## src/dmx_pkg.sv

```systemverilog
package dmx_pkg;
    // ----------------------------------------
    // Instruction word layout
    // ----------------------------------------
    localparam int INSTR_W = 14;
    localparam int DATA_W = 8;
    localparam int ADDR_W = 7;
    localparam int LIT_TOP_POS = 12;
    localparam int DIR_POS = 7;
    localparam logic [1:0] LIT_TOP_CODE = 2'h3;
    localparam logic [1:0] LIT_MID_CODE = 2'h0;
    localparam logic [5:0] COPY_CODE = 6'h08;
    localparam logic [5:0] STORE_CODE = 6'h00;
    localparam logic [DATA_W-1:0] ZERO_BYTE = 8'h00;
    localparam logic [ADDR_W-1:0] ZERO_ADDR = 7'h00;

    // ----------------------------------------
    // Instruction cycle phases
    // ----------------------------------------
    typedef enum logic [1:0] {
        DMX_PH_DECODE = 2'b00,
        DMX_PH_READ = 2'b01,
        DMX_PH_PROC = 2'b10,
        DMX_PH_WRITE = 2'b11
    } dmx_phase_t;
endpackage

```

## src/dmx_data_move_exec.sv

```systemverilog
`timescale 1ns/1ps
// Functional notes
// - Literal-load word 11_00xx writes low byte to accumulator, flags untouched.
// - Two don't-care bits of literal-load are ignored; either value accepted.
// - Copy-register word 00_1000 reads addressed file register for destination.
// - Copy destination bit 0 selects accumulator, 1 writes same register back.
// - Copy sets zero flag when moved value is zero, clears it otherwise.
module dmx_data_move_exec
    import dmx_pkg::*;
(
    input wire logic clk,
    input wire logic rstn,
    input wire logic instrValid,
    input wire logic [INSTR_W-1:0] instrWord,
    input wire logic [DATA_W-1:0] fileRdData,
    output logic instrReady,
    output logic [ADDR_W-1:0] fileAddr,
    output logic fileRdEn,
    output logic fileWrEn,
    output logic [DATA_W-1:0] fileWrData,
    output logic [DATA_W-1:0] accum,
    output logic zeroFlag,
    output logic zeroFlagWrEn,
    output logic instrDone
);
    // ----------------------------------------
    // Phase sequencer and instruction latch
    // ----------------------------------------
    dmx_phase_t phase_r, phase_nxt;
    logic busy_r;
    logic [INSTR_W-1:0] ir_r;
    logic [DATA_W-1:0] rdHold_r;
    logic [DATA_W-1:0] accum_r;
    logic zero_r;
    logic fileWr_r;
    logic [DATA_W-1:0] fileWrData_r;
    logic zeroWr_r;
    logic done_r;

    wire logic take = instrValid && !busy_r;
    assign instrReady = !busy_r;

    always_comb begin
        case (phase_r)
            DMX_PH_DECODE: phase_nxt = DMX_PH_READ;
            DMX_PH_READ: phase_nxt = DMX_PH_PROC;
            DMX_PH_PROC: phase_nxt = DMX_PH_WRITE;
            DMX_PH_WRITE: phase_nxt = DMX_PH_DECODE;
            default: phase_nxt = DMX_PH_DECODE;
        endcase
    end

    // ----------------------------------------
    // Decode
    // ----------------------------------------
    wire logic [5:0] opHigh = ir_r[INSTR_W-1:INSTR_W-6];
    wire logic isLit = (ir_r[INSTR_W-1:LIT_TOP_POS] == LIT_TOP_CODE) &&
                       (ir_r[LIT_TOP_POS-1:LIT_TOP_POS-2] == LIT_MID_CODE);
    wire logic isCopy = (opHigh == COPY_CODE);
    wire logic isStore = (opHigh == STORE_CODE) && ir_r[DIR_POS];
    wire logic dirBit = ir_r[DIR_POS];
    wire logic [DATA_W-1:0] literal = ir_r[DATA_W-1:0];
    wire logic inRead = busy_r && (phase_r == DMX_PH_READ);
    wire logic inWrite = busy_r && (phase_r == DMX_PH_WRITE);
    wire logic movedZero = (rdHold_r == ZERO_BYTE);

    assign fileAddr = (busy_r || fileWr_r) ? ir_r[ADDR_W-1:0] : ZERO_ADDR;
    assign fileRdEn = inRead && isCopy;

    always_ff @(posedge clk) begin
        if (!rstn) begin
            phase_r <= DMX_PH_DECODE;
            busy_r <= 1'b0;
            ir_r <= '0;
        end else begin
            if (take) begin
                busy_r <= 1'b1;
                ir_r <= instrWord;
                phase_r <= DMX_PH_READ;
            end else if (busy_r) begin
                phase_r <= phase_nxt;
                if (phase_r == DMX_PH_WRITE) begin
                    busy_r <= 1'b0;
                end
            end
        end
    end

    always_ff @(posedge clk) begin
        if (!rstn) begin
            rdHold_r <= ZERO_BYTE;
        end else if (fileRdEn) begin
            rdHold_r <= fileRdData;
        end
    end

    // ----------------------------------------
    // Write phase
    // ----------------------------------------
    always_ff @(posedge clk) begin
        if (!rstn) begin
            accum_r <= ZERO_BYTE;
            zero_r <= 1'b0;
            fileWr_r <= 1'b0;
            fileWrData_r <= ZERO_BYTE;
            zeroWr_r <= 1'b0;
            done_r <= 1'b0;
        end else begin
            fileWr_r <= 1'b0;
            zeroWr_r <= 1'b0;
            done_r <= inWrite;
            if (inWrite) begin
                if (isLit) begin
                    accum_r <= literal;
                end
                if (isCopy) begin
                    if (dirBit) begin
                        fileWr_r <= 1'b1;
                        fileWrData_r <= rdHold_r;
                    end else begin
                        accum_r <= rdHold_r;
                    end
                    zero_r <= movedZero;
                    zeroWr_r <= 1'b1;
                end
                if (isStore) begin
                    fileWr_r <= 1'b1;
                    fileWrData_r <= accum_r;
                end
            end
        end
    end

    assign accum = accum_r;
    assign zeroFlag = zero_r;
    assign zeroFlagWrEn = zeroWr_r;
    assign fileWrEn = fileWr_r;
    assign fileWrData = fileWrData_r;
    assign instrDone = done_r;

    // ----------------------------------------
    // Assertions
    // ----------------------------------------
    property p_lit_load;
        @(posedge clk) disable iff (!rstn)
        (inWrite && isLit) |=> (accum_r == $past(literal)) && !zeroWr_r;
    endproperty
    a_lit_load: assert property (p_lit_load) else $error("literal not loaded");

    property p_lit_dontcare;
        @(posedge clk) disable iff (!rstn)
        (inWrite && ir_r[INSTR_W-1:LIT_TOP_POS] == LIT_TOP_CODE &&
         ir_r[LIT_TOP_POS-1:LIT_TOP_POS-2] == LIT_MID_CODE) |=>
            accum_r == $past(ir_r[DATA_W-1:0]);
    endproperty
    a_lit_dontcare: assert property (p_lit_dontcare) else $error("literal dont care");

    property p_copy_read;
        @(posedge clk) disable iff (!rstn)
        (take && instrWord[INSTR_W-1:INSTR_W-6] == COPY_CODE) |=> fileRdEn
            ##0 (fileAddr == $past(instrWord[ADDR_W-1:0]));
    endproperty
    a_copy_read: assert property (p_copy_read) else $error("copy read missing");

    property p_copy_dest;
        @(posedge clk) disable iff (!rstn)
        (inWrite && isCopy) |=> (fileWr_r == $past(dirBit)) &&
            ($past(dirBit) ? fileWrData_r == $past(rdHold_r) : accum_r == $past(rdHold_r));
    endproperty
    a_copy_dest: assert property (p_copy_dest) else $error("copy destination wrong");

    property p_copy_zero;
        @(posedge clk) disable iff (!rstn)
        (fileRdEn) ##3 1 |-> zeroWr_r && (zero_r == ($past(rdHold_r, 2) == ZERO_BYTE));
    endproperty
    a_copy_zero: assert property (p_copy_zero) else $error("zero flag wrong");

    property p_store;
        @(posedge clk) disable iff (!rstn)
        (inWrite && isStore) |=> fileWr_r && !zeroWr_r &&
            (fileWrData_r == $past(accum_r)) && $stable(accum_r);
    endproperty
    a_store: assert property (p_store) else $error("store wrong");

    property p_four_phase;
        @(posedge clk) disable iff (!rstn)
        take |=> busy_r [*3] ##1 !busy_r ##0 instrDone;
    endproperty
    a_four_phase: assert property (p_four_phase) else $error("cycle length wrong");

    property p_flags_kept;
        @(posedge clk) disable iff (!rstn)
        (inWrite && !isCopy) |=> !zeroWr_r && $stable(zero_r);
    endproperty
    a_flags_kept: assert property (p_flags_kept) else $error("flag changed");

    property p_wr_addr;
        @(posedge clk) disable iff (!rstn)
        (inWrite && (isStore || (isCopy && dirBit))) |=> fileWrEn &&
            (fileAddr == $past(ir_r[ADDR_W-1:0]));
    endproperty
    a_wr_addr: assert property (p_wr_addr) else $error("write address wrong");

    property p_ir_hold;
        @(posedge clk) disable iff (!rstn)
        busy_r |=> $stable(ir_r);
    endproperty
    a_ir_hold: assert property (p_ir_hold) else $error("word changed while busy");

    c_lit: cover property (@(posedge clk) disable iff (!rstn) inWrite && isLit);
    c_copy_w: cover property (@(posedge clk) disable iff (!rstn) inWrite && isCopy && !dirBit);
    c_copy_f: cover property (@(posedge clk) disable iff (!rstn) inWrite && isCopy && dirBit);
    c_store: cover property (@(posedge clk) disable iff (!rstn) inWrite && isStore);
    c_nop: cover property (@(posedge clk) disable iff (!rstn)
        inWrite && !isLit && !isCopy && !isStore);
endmodule

```

## config.mk

```make
export PLATFORM = sky130hd
export DESIGN_NAME = dmx_data_move_exec
export DESIGN_NICKNAME = d
export VERILOG_FILES = /design/src/dmx_pkg.sv /design/src/dmx_data_move_exec.sv
export SDC_FILE = /design/constraint.sdc
export NUM_CORES = 1
export LEC_CHECK = 0
export BUFFER_PORTS_ARGS = -buffer_cell sky130_fd_sc_hd__buf_2
export CAP_MARGIN = 10
export CORE_MARGIN = 3
export CORE_UTILIZATION = 46
export DETAILED_ROUTE_END_ITERATION = 16
export GPL_ROUTABILITY_DRIVEN = 0
export PLACE_DENSITY_LB_ADDON = 0.1
export SYNTH_ARGS = -nofsm -noshare
export SYNTH_HDL_FRONTEND = slang
export SYNTH_SLANG_ARGS = --single-unit
```

## constraint.sdc

```tcl
create_clock -name clk -period 1.85 [get_ports clk]
set_clock_uncertainty 0.05 [all_clocks]
set_input_delay 0.0925 -clock clk [delete_from_list [all_inputs] [get_ports clk]]
set_output_delay 0.0925 -clock clk [all_outputs]
set_load 0.05 [all_outputs]
```

-- After elaboration in Yosys (flattened, before gate mapping)
Index checks and enable logic that the tools add are counted.
- input bits: 25
- output and inout port bits: 29
- bits in registers: 45
- eq/ne operators: 5
- reduce and logical (&&, ||, !) cells: 19
- bitwise logic cells: 1
- muxes and demuxes: 17
- operators by type and width (kind ; number):
    2-to-1 mux 8 bit ; 6
    2-to-1 mux 1 bit ; 9
    zero test 8 bit ; 1
    case mux 2 bit (4 select lines) ; 1
    2-to-1 mux 7 bit ; 1
    equality test 2 bit (second input constant) ; 3
    equality test 6 x 4 -> 1 bit (second input constant) ; 1
    logical AND 1 bit ; 6
    zero test 6 bit ; 1
    nonzero test 2 bit ; 3
    zero test 2 bit ; 2
    AND reduction 2 bit ; 2
    AND reduction 3 bit ; 1
    equality test 2 x 1 -> 1 bit (second input constant) ; 1
    OR reduction 2 bit ; 1
    zero test 1 bit ; 1
    logical OR 1 bit ; 1
    inverter 1 bit ; 1

-- Depth between registers and ports, before layout
Gate-level depths: netlist of run 1.
- word-level depth: 5
- gate-level depth with buffers: 7

-- Least setup slack after synthesis of run 1
Ideal clock, no wire load.
- path kind: register to register
- start point: register ir_r[12]
- end point: register rdHold_r[0]
- buffers on the path: 1
- stages on the path, launching flop included: 6
- data arrival time: 1.741 ns
- setup time: 0.128 ns
- setup slack: -0.068 ns
- data required time: 1.672 ns
- clock period less this slack: 1.918 ns
- cell sequence: dfxtp_1 or4_4 nor4_1 buf_2 mux2i_1 nor2_1
- word-level cells in the longest chain between the ends: 2
- ends and longest elaborated chain (element ; RTL line ; text):
    start, declared ; dmx_data_move_exec.sv:31 ; logic [INSTR_W-1:0] ir_r;
    start signal, assigned ; dmx_data_move_exec.sv:78 ; ir_r <= instrWord;
    equality test 6 x 4 -> 1 bit ; dmx_data_move_exec.sv:59 ; wire logic isCopy = (opHigh == COPY_CODE);
    logical AND 1 bit ; dmx_data_move_exec.sv:68 ; assign fileRdEn = inRead && isCopy;
    net fileRdEn ; dmx_data_move_exec.sv:18 ; output logic fileRdEn,
    end signal, assigned ; dmx_data_move_exec.sv:93 ; rdHold_r <= fileRdData;
    end, declared ; dmx_data_move_exec.sv:32 ; logic [DATA_W-1:0] rdHold_r;
The timed path passes the listed nets, and every way through them passes these cells.
A chain may end at the register's enable or synchronous reset.

-- Final worst setup path of run 1
- start point: register ir_r[12]
- end point: register zero_r (netlist: zeroFlag)
- word-level cells in the longest chain between the ends: 2
- ends and longest elaborated chain (element ; RTL line ; text):
    equality test 6 x 4 -> 1 bit ; dmx_data_move_exec.sv:59 ;
    AND reduction 2 bit (no line) ; - ;
    end signal, assigned ; dmx_data_move_exec.sv:123 ; zero_r <= movedZero;
    end, declared ; dmx_data_move_exec.sv:34 ; logic zero_r;
No other way between the ends.

==> results of run 1 <==
cells by family after synthesis:
| group | share of synthesized area (%) |
|---|---|
| adder cells (fa/ha/maj) | 2.64 |
| AO/OA/AOI/OAI | 19.7 |
| flip-flops | 47.5 |
| buffers and inverters | 5.21 |
| AND/OR/NAND/NOR | 20.7 |
| multiplexers | 4.22 |
worst max path at each step:
stage | from | end | slack [ns] | cells past startpoint
after floorplan | ir_r[12] | rdHold_r[0] | 0.04 | 5
after global placement | ir_r[12] | zeroFlag | 0.06 | 4
after detailed placement | ir_r[12] | zeroFlag | 0.02 | 4
after CTS | ir_r[13] | zeroFlag | 0.004 | 4
after global routing | ir_r[12] | rdHold_r[1] | -0.02 | 6
final | ir_r[12] | zeroFlag | 0.04 | 5
critical path, stage by stage, from the launching register on:
cell,delay [ns]
dfxtp_1,0.32
or4_4,0.56
or3_4,0.34
buf_4,0.15
o21ai_1,0.19
a21oi_2,0.09
synth_stat cells (2+ instances only):
library cell	instances
o21ai_0	9
inv_1	14
o2bb2ai_1	7
nor2b_1	8
nor2_1	14
a31oi_1	2
dfxtp_1	45
o22ai_1	16
ha_1	4
nor3_1	3
clkbuf_1	10
a21oi_1	17
a22oi_1	7
nand3_1	9
or3_1	2
nand2_1	33
nor4_1	4
mux2i_1	8
cell type report:
cell class,instances,area (um^2)
clock inverter,1,5.00
fill,321,1170
sequential,45,902
tap,48,60.1
inverter,15,56.3
clock buffer,7,96.3
timing repair buffer,91,618
multi-input combinational,153,922
flip-flops by register name (all words and copies together) (netlist names), 2 cells and up:
signal,flops
fileWrData,8
phase_r,2
ir_r,14
rdHold_r,8
accum,8
power breakdown:
| part | internal (mW) | switching (mW) |
|---|---|---|
| Sequential | 1.02 | 0.0561 |
| Clock | 0.337 | 0.316 |
| Combinational | 0.170 | 0.267 |
through the flow:
stage / power [mW] / setup WS (ns) / setup TNS (ns)
after floorplan: 1.37 / 0.0424 / 0
after global placement: 1.49 / 0.0569 / 0
after detailed placement: 1.50 / 0.0196 / 0
after CTS: 2.18 / 0.00413 / 0
after global routing: 2.26 / -0.0214 / -0.0519
final: 2.17 / 0.0417 / 0
timing repair:
action                                  CTS  global route
resized for setup                         6             5
pin swaps                                 5             3
buffers inserted                          3             0
hold endpoints to repair                 20             0
endpoints found under the setup margin    1            16
hold buffers                             20             0
layer usage:
metal	share of wire, %	GRT usage, %	routed length, um	vias up
met5	0	0	0	-
met4	1.8	8.30	89	0
met3	4.7	4.32	229	8
met2	48	31.2	2310	50
met1	46	26.8	2230	833
li1	-	-	-	962
cells in the final DEF (no fill, tap or decap), types with 9 or more instances in the layout:
master,instances
nand3_1,9
dfxtp_1,44
nand2_1,33
nor2_1,14
buf_4,17
dlygate4sd3_1,20
o22ai_1,16
buf_2,52
inv_1,14
a21oi_1,16
==> summary.txt, run 1 <==
Floorplanning
  – Height of the chip: between 70 and 80 um
  – Die area: around 0.005 mm^2
  – Core Rows: 22
  – Starting Density: roughly half
  – Core Area: 0.00383 mm^2
  – # IOs: 54
  – Die width: 70.2 um

Cells and area
  – Design area: around 0.0027 mm^2
  – ANT cells: 0
  – Final core utilization: between 60 and 70%
  – Final #Nets: between 300 and 400
  – Share of layout cells above drive strength 1: between 20% and 30%
  – Final cell count without fillers: 360
  – Area Overhead vs Synth: 40.2%

Setup path
  – Required @ worst endpoint: approximately 2.0 ns
  – R2R Path End: zeroFlag
  – Kind of critical path: reg -> reg
  – Worst Path Max Fanout: 3
  – Worst path arrival time: between 1.5 and 2 ns
  – Setup crit end kind: flip-flop
  – Startpoint types: flip-flop
  – Reg2reg start: ir_r[12]
  – R2R Setup Slk: 0.04 ns
  – R2R depth: 5

Synthesis
  – Syn Area/Cell: 8.47 um^2
  – Area leader, netlist: dfxtp_1
  – Top-area cell type share of the netlist area: 47.5%
  – Synthesized area: approximately 0.0019 mm^2
  – FF+latch count, synth: 45
  – Syn Inst Count: between 200 and 250
  – Mapped Nets: between 200 and 300
  – EDFF count, synth: 0
  – Register area share after synthesis: between 40 and 50%
  – Ys async rst share: 0%
  – Synth cell types: 30
  – Largest cells by area after synthesis: dfxtp_1 (47%), nand2_1 (6.5%), o22ai_1 (5.3%), a21oi_1 (4.5%), mux2i_1 (4.2%)
  – Yosys warns: 0
  – Predominant post-synthesis flop cell: dfxtp_1

Global route
  – Initial antenna violation count: 0
  – Gr usage total: around 20%
  – Grt ovf: 0
  – Vias in the first global route: 1694
  – Pin count of the biggest net entering global routing: 17
  – First-pass GRT wire length: approximately 8 mm

Timing
  – Tmin final: approximately 1.8 ns
  – FMAX: 0.553 GHz
  – WHS: 0.0000439 ns
  – Max-slew headroom at the worst pin: 68.5%
  – Fin. max-slew vios: 0
  – Final setup fails: 0
  – Hold Fails Final Rpt: 0
  – Final worst-path cycle share: roughly 100%
  – RSZ-0062 raised after global routing: true
  – Tightest Pin Transition: 0.471 ns

CTS
  – Worst-path clk slew: 0.08 ns
  – Clock latency on the worst-skew pair: 0.29 ns
  – Sink Count: 45
  – Htree depth: 2
  – CTS max path bufs: 2
  – CTS Root Cell: clkbuf_8
  – TritonCTS clock tree: built
  – Num CTS Buffers: 5

Worst hold path
  – Worst Hold Depth: 3
  – Beginning of the worst hold path: fileRdData[1]
  – Worst Hold Path EP: rdHold_r[1]
  – Tightest Hold Check Type: in -> reg

Routing
  – Post-route DRC: 0
  – Iter 0 DRT Violations: between 100 and 150
  – Via count: approximately 1900
  – Remaining antenna violation count: 0
  – DR pass1 iterations: 4
  – WL final: approximately 4.9 mm
  – Number of vias per cell: approximately 5.1
  – Drt wl/cell: between 10 and 15 um

Power
  – VDD IR max: 637 uV
  – LEAKAGE: about 1.1 nW
  – Power per Cell Area: approximately 800 mW/mm^2

Placed design
  – Port Buffer Count: 53
  – Post-place instance area: ~0.0023 mm^2
  – Placed Instances: about 330
  – DP Wirelength: between 3 and 4 mm

Job
  – Max-cap violations: 0

Run status
  – Status: finished, final reports clean
Power figures use the tool's default switching activity.
==> run 2, diff against run 1 <==
Settings changed: CORE_UTILIZATION 46 to 39.
==> run 2 against run 1 <==
Against the previous run:
- hold slack better by 0.0092 ns
- largest cell class unchanged
- final area is 0.14% lower
- highest routed layer unchanged
- the flow now finishes with violations (setup timing)
- combinational power is 2% lower
==> summary.txt, run 2 (synthesis gave the netlist of run 1 again) <==
Cells and area
  – Commonest non-fill, non-tap cell in the layout: buf_2
  – Largest Register: ir_r
  – Final #Nets: around 340
  – Area Overhead vs Synth: 40.0%
  – Final cell count without fillers: between 300 and 400
  – Max reg flops: 14
  – Share of layout cells above drive strength 1: 26.7%
  – ANT cells: 0
  – Design area: approximately 0.0027 mm^2
  – Most frequent cells in the layout: buf_2 (52), dfxtp_1 (44), nand2_1 (33), dlygate4sd3_1 (21)

Worst hold path
  – Beginning of the worst hold path: instrWord[12]
  – Worst Hold Path EP: ir_r[12]
  – Tightest Hold Check Type: in -> reg
  – Worst Hold Depth: 3

Timing
  – RSZ-0062 raised after global routing: true
  – Hold Fails Final Rpt: 0
  – Final setup TNS: -0.0364 ns
  – WHS: ~0.009 ns
  – Final worst-path cycle share: 102%
  – FMAX: 0.530 GHz
  – Max-slew headroom at the worst pin: between 60 and 70%
  – Fin. max-slew vios: 0
  – Final WS setup: -0.0364 ns
  – Final setup fails: 1
  – Tmin final: 1.89 ns
  – Tightest Pin Transition: around 0.48 ns

CTS
  – TritonCTS clock tree: built
  – Worst-path clk slew: approximately 0.08 ns
  – Clock latency on the worst-skew pair: approximately 0.29 ns
  – CTS Root Cell: clkbuf_8
  – Num CTS Buffers: 5
  – Sink Count: 45
  – Htree depth: 2
  – CTS max path bufs: 2

Power
  – Sw frac: approximately 31%
  – Combinational Power Share: around a fifth
  – Power per Cell Area: 786 mW/mm^2
  – P_int: 1.45 mW
  – Sw power: 0.639 mW
  – Clock network power share: between 20% and 30%
  – LEAKAGE: around 1.1 nW
  – Seq pwr share: between 50 and 60%
  – VDD IR max: 356 uV
  – Tot Pwr: roughly 2.1 mW

Routing
  – Drt wl/cell: roughly 13 um
  – Post-route DRC: 0
  – Number of vias per cell: about 5
  – Via count: between 1500 and 2000
  – DR pass1 iterations: 4
  – Iter 0 DRT Violations: approximately 80
  – Remaining antenna violation count: 0
  – WL final: 4.93 mm

Setup path
  – R2R depth: 4
  – Worst path arrival time: just over 2 ns
  – Cell mode on critical path: or3_4
  – Setup crit end kind: flip-flop
  – Worst Path Max Fanout: 4
  – R2R Setup Slk: -0.04 ns
  – R2R Path End: zeroFlag
  – Reg2reg start: ir_r[9]
  – Crit-path leading delay family: simple AND/OR/NAND/NOR gates
  – Critical-path cell list: or4_4 > or3_4 > or3_4 > a21oi_2
  – Required @ worst endpoint: ~2 ns
  – Slowest stage delay, CP: 0.57 ns
  – Startpoint types: flip-flop
  – Sum of buffers and inverters on the critical path: 0
  – Critical path's slowest cell: or4_4
  – Kind of critical path: reg -> reg

Floorplanning
  – Starting Density: between 40% and 50%
  – Die area: 0.00574 mm^2
  – Core Rows: 24
  – # IOs: between 50 and 60
  – Die width: about 76 um
  – Core Area: 0.00453 mm^2
  – Height of the chip: between 70 and 80 um

Global route
  – Pin count of the biggest net entering global routing: 36
  – Initial antenna violation count: 0
  – Vias in the first global route: around 1700
  – First-pass GRT wire length: roughly 8 mm
  – Gr usage total: 18.2%
  – Grt ovf: 0

Run status
  – Failing checks: setup timing
  – Status: finished with violations

Placed design
  – Placed Instances: around 350
  – DP Wirelength: roughly 3.4 mm
  – Port Buffer Count: between 50 and 60
  – Post-place instance area: between 0.002 and 0.0025 mm^2

Job
  – Max-cap violations: 0
run 2: changes by cell type in the layout (fill, tap and decap cells not counted), sizes merged:
cell and delta:
buf -2, dlygate4sd3 +1, clkinv +1, clkbuf -1
run 2: worst max-delay path by stage:
stage                   to  depth (start not counted)      from  slack [ns]
2_1_floorplan  rdHold_r[0]                          5  ir_r[12]        0.04
3_3_place_gp      zeroFlag                          4  ir_r[12]        0.06
3_5_place_dp      zeroFlag                          4  ir_r[12]        0.01
4_1_cts           fileRdEn                          4  ir_r[13]      0.0004
5_1_grt           zeroFlag                          4   ir_r[9]       -0.08
6_report          zeroFlag                          4   ir_r[9]       -0.04
run 2: layer usage:
layer,GRT usage [%],vias to the layer above,routed length (um)
li1,-,960,-
met1,24.9,816,2320
met2,28.6,46,2350
met3,4.49,6,212
met4,4.66,0,42
met5,0,-,0
run 2: metrics by stage:
stage	setup WS, ns	util (%)
final	-0.0364	58.6
after global routing	-0.0757	58.6
after CTS	0.000424	58.0
after detailed placement	0.0142	51.2
after global placement	0.0583	51.2
after floorplan	0.0424	-
run 2: what timing repair did:
action                                  4_1_cts  5_1_grt
buffers inserted                              1        0
pin swaps                                     1        3
endpoints found under the setup margin        2       10
endpoints found under the hold margin        21        0
hold buffers                                 21        0
resized for setup                             3        6
run 2: final cells by class:
| type | instances | area [um^2] |
|---|---|---|
| clock buffers | 6 | 72.6 |
| inverters | 15 | 56.3 |
| repair buffers | 90 | 613 |
| flip-flops and latches | 45 | 902 |
| clock inverters | 2 | 10.0 |
| well taps | 65 | 81.3 |
| fillers | 428 | 1880 |
| multi-input cells | 153 | 921 |
run 2: power by group through the flow:
stage / sequential (mW) / combinational (mW) / clock, mW
after global placement: 1.10 / 0.389 / 0
after floorplan: 1.19 / 0.179 / 0
final: 1.08 / 0.430 / 0.579
after detailed placement: 1.10 / 0.394 / 0
after CTS: 1.08 / 0.429 / 0.601
after global routing: 1.09 / 0.471 / 0.643
run 2: tightest hold or removal path, delay by kind of cell:
family	cells	cell delay (ns)
AO/OA/AOI/OAI	1	0.06
buffers and inverters	1	0.09
AND/OR/NAND/NOR	1	0.05
==> run 3, diff against run 2 <==
Settings changed: CORE_ASPECT_RATIO set to 0.9.
==> run 3 against run 2 <==
Against the previous run:
- the run now ends clean
- via count rose by 0.16%
- sequential cell count is the same
- combinational power about the same
- global-route usage rose by 0.87 points
- worst setup slack better by 0.064 ns
- sequential power is essentially flat
==> summary.txt, run 3 (synthesis gave the netlist of run 1 again) <==
CTS
  – CTS Root Cell: clkbuf_8
  – Clock latency on the worst-skew pair: 0.28 ns
  – Num CTS Buffers: 5
  – Htree depth: 2
  – TritonCTS clock tree: built
  – Worst-path clk slew: roughly 0.080 ns
  – Sink Count: 45
  – CTS max path bufs: 2

Routing
  – Remaining antenna violation count: 0
  – Post-route DRC: 0
  – DR pass1 iterations: 5
  – Iter 0 DRT Violations: approximately 130
  – Via count: approximately 1800
  – WL final: about 5.1 mm
  – Drt wl/cell: approximately 14 um
  – Number of vias per cell: 4.94

Floorplanning
  – # IOs: 54
  – Starting Density: about two fifths
  – Core Area: 0.00458 mm^2
  – Core Rows: 23
  – Die area: 0.00574 mm^2
  – Die width: 79.5 um
  – Height of the chip: 72.2 um

Global route
  – Gr usage total: about a fifth
  – Vias in the first global route: about 1800
  – Grt ovf: 0
  – Initial antenna violation count: 0
  – First-pass GRT wire length: 8.65 mm
  – Pin count of the biggest net entering global routing: 36

Cells and area
  – Final #Nets: between 300 and 400
  – ANT cells: 0
  – Register area: about 900 um^2
  – Max reg flops: 14
  – Largest Register: ir_r
  – Most frequent cells in the layout: buf_2 (52), dfxtp_1 (44), nand2_1 (33), dlygate4sd3_1 (21)
  – Design area: 0.00265 mm^2
  – Area Overhead vs Synth: 39.9%
  – Multi-input logic area: about 930 um^2
  – Commonest non-fill, non-tap cell in the layout: buf_2
  – Share of layout cells above drive strength 1: between 20% and 30%
  – Layout fillers: ~430

Placed design
  – Port Buffer Count: 53
  – DP Wirelength: 3.56 mm
  – Post-place instance area: around 0.0023 mm^2

Timing
  – FMAX: approximately 0.55 GHz
  – Max-slew headroom at the worst pin: 58.8%
  – Final setup fails: 0
  – Final worst-path cycle share: 98.5%
  – Hold Fails Final Rpt: 0
  – Final setup TNS: 0 ns
  – Fin. max-slew vios: 0
  – RSZ-0062 raised after global routing: true
  – Tightest Pin Transition: about 0.6 ns
  – Tmin final: between 1.5 and 2 ns

Setup path
  – Setup crit end kind: flip-flop
  – Slowest stage delay, CP: just under 0.6 ns
  – Worst path arrival time: a little under 2 ns
  – Startpoint types: flip-flop
  – Kind of critical path: reg -> reg
  – Critical-path cell list: or4_4 > nor4_4 > buf_4 > buf_12 > mux2i_1 > nor2_1
  – Required @ worst endpoint: 1.97 ns
  – Critical path's slowest cell: or4_4
  – Worst Path Max Fanout: 8

Power
  – LEAKAGE: approximately 1.1 nW
  – Power per Cell Area: 785 mW/mm^2
  – VDD IR max: roughly 440 uV

Run status
  – Status: finished, final reports clean

Worst hold path
  – Tightest Hold Check Type: in -> reg

Job
  – Max-cap violations: 0
==> run 3: repair_timing <==
action                                  CTS  global route
hold endpoints to repair                 21             0
endpoints found under the setup margin    2            12
hold buffers                             21             0
resized for setup                         6             7
cloned                                    0             0
setup buffers                             2             0
pin swaps                                 5             3
==> run 3: stage by stage <==
| stage | std cells | hold slack, ns | worst slack, ns | util, % | power [mW] |
|---|---|---|---|---|---|
| final | 371 | 0.00794 | 0.0274 | 58.0 | 2.08 |
| after global routing | 371 | 0.0185 | -0.0431 | 58.0 | 2.19 |
| after CTS | 371 | 0.00326 | 0.0104 | 57.3 | 2.10 |
| after detailed placement | 340 | 0.285 | 0.0191 | 50.1 | 1.49 |
| after global placement | 340 | 0.276 | 0.0453 | 50.1 | 1.49 |
| after floorplan | 224 | 0.178 | 0.0424 | - | 1.37 |
==> run 3: worst paths after layout <==
| kind | start | to | slack [ns] | cells after the start |
|---|---|---|---|---|
| worst max register to register | ir_r[12] | rdHold_r[7] | 0.03 | 6 |
| worst min register to register | fileWrData[5] | fileWrData[5] | 0.42 | 2 |
| worst max-delay path | ir_r[12] | rdHold_r[7] | 0.03 | 6 |
| worst min-delay path | instrWord[5] | ir_r[5] | 0.008 | 3 |
==> run 3: layer usage <==
| metal | part of all wire (%) | global-route usage [%] | vias up |
|---|---|---|---|
| li1 | - | - | 956 |
| met1 | 48 | 26.5 | 813 |
| met2 | 44 | 29.9 | 58 |
| met3 | 7.1 | 4.59 | 4 |
| met4 | 0.84 | 4.58 | 0 |
| met5 | 0 | 0 | - |
==> run 3: final cells by class <==
cell class              count  area share (%)
repair buffers             88            22.7
flip-flops and latches     45            34.0
well taps                  62            2.92
multi-input cells         153            35.2
inverters                  15            2.12
clock buffers               8            3.02
==> run 3: power breakdown <==
part / total, mW / internal [mW] / leakage [nW] / switching [mW]
clock: 0.564 / 0.268 / 0.0395 / 0.296
combinational: 0.432 / 0.164 / 0.692 / 0.268
sequential: 1.09 / 1.02 / 0.367 / 0.0631
total: 2.08 / 1.46 / 1.10 / 0.627
==> run 3: critical path: cells and delay by family (launching register included) <==
family	cells	cell delay, ns
buf+inv	2	0.33
flops	1	0.32
mux	1	0.21
simple gates	3	0.80
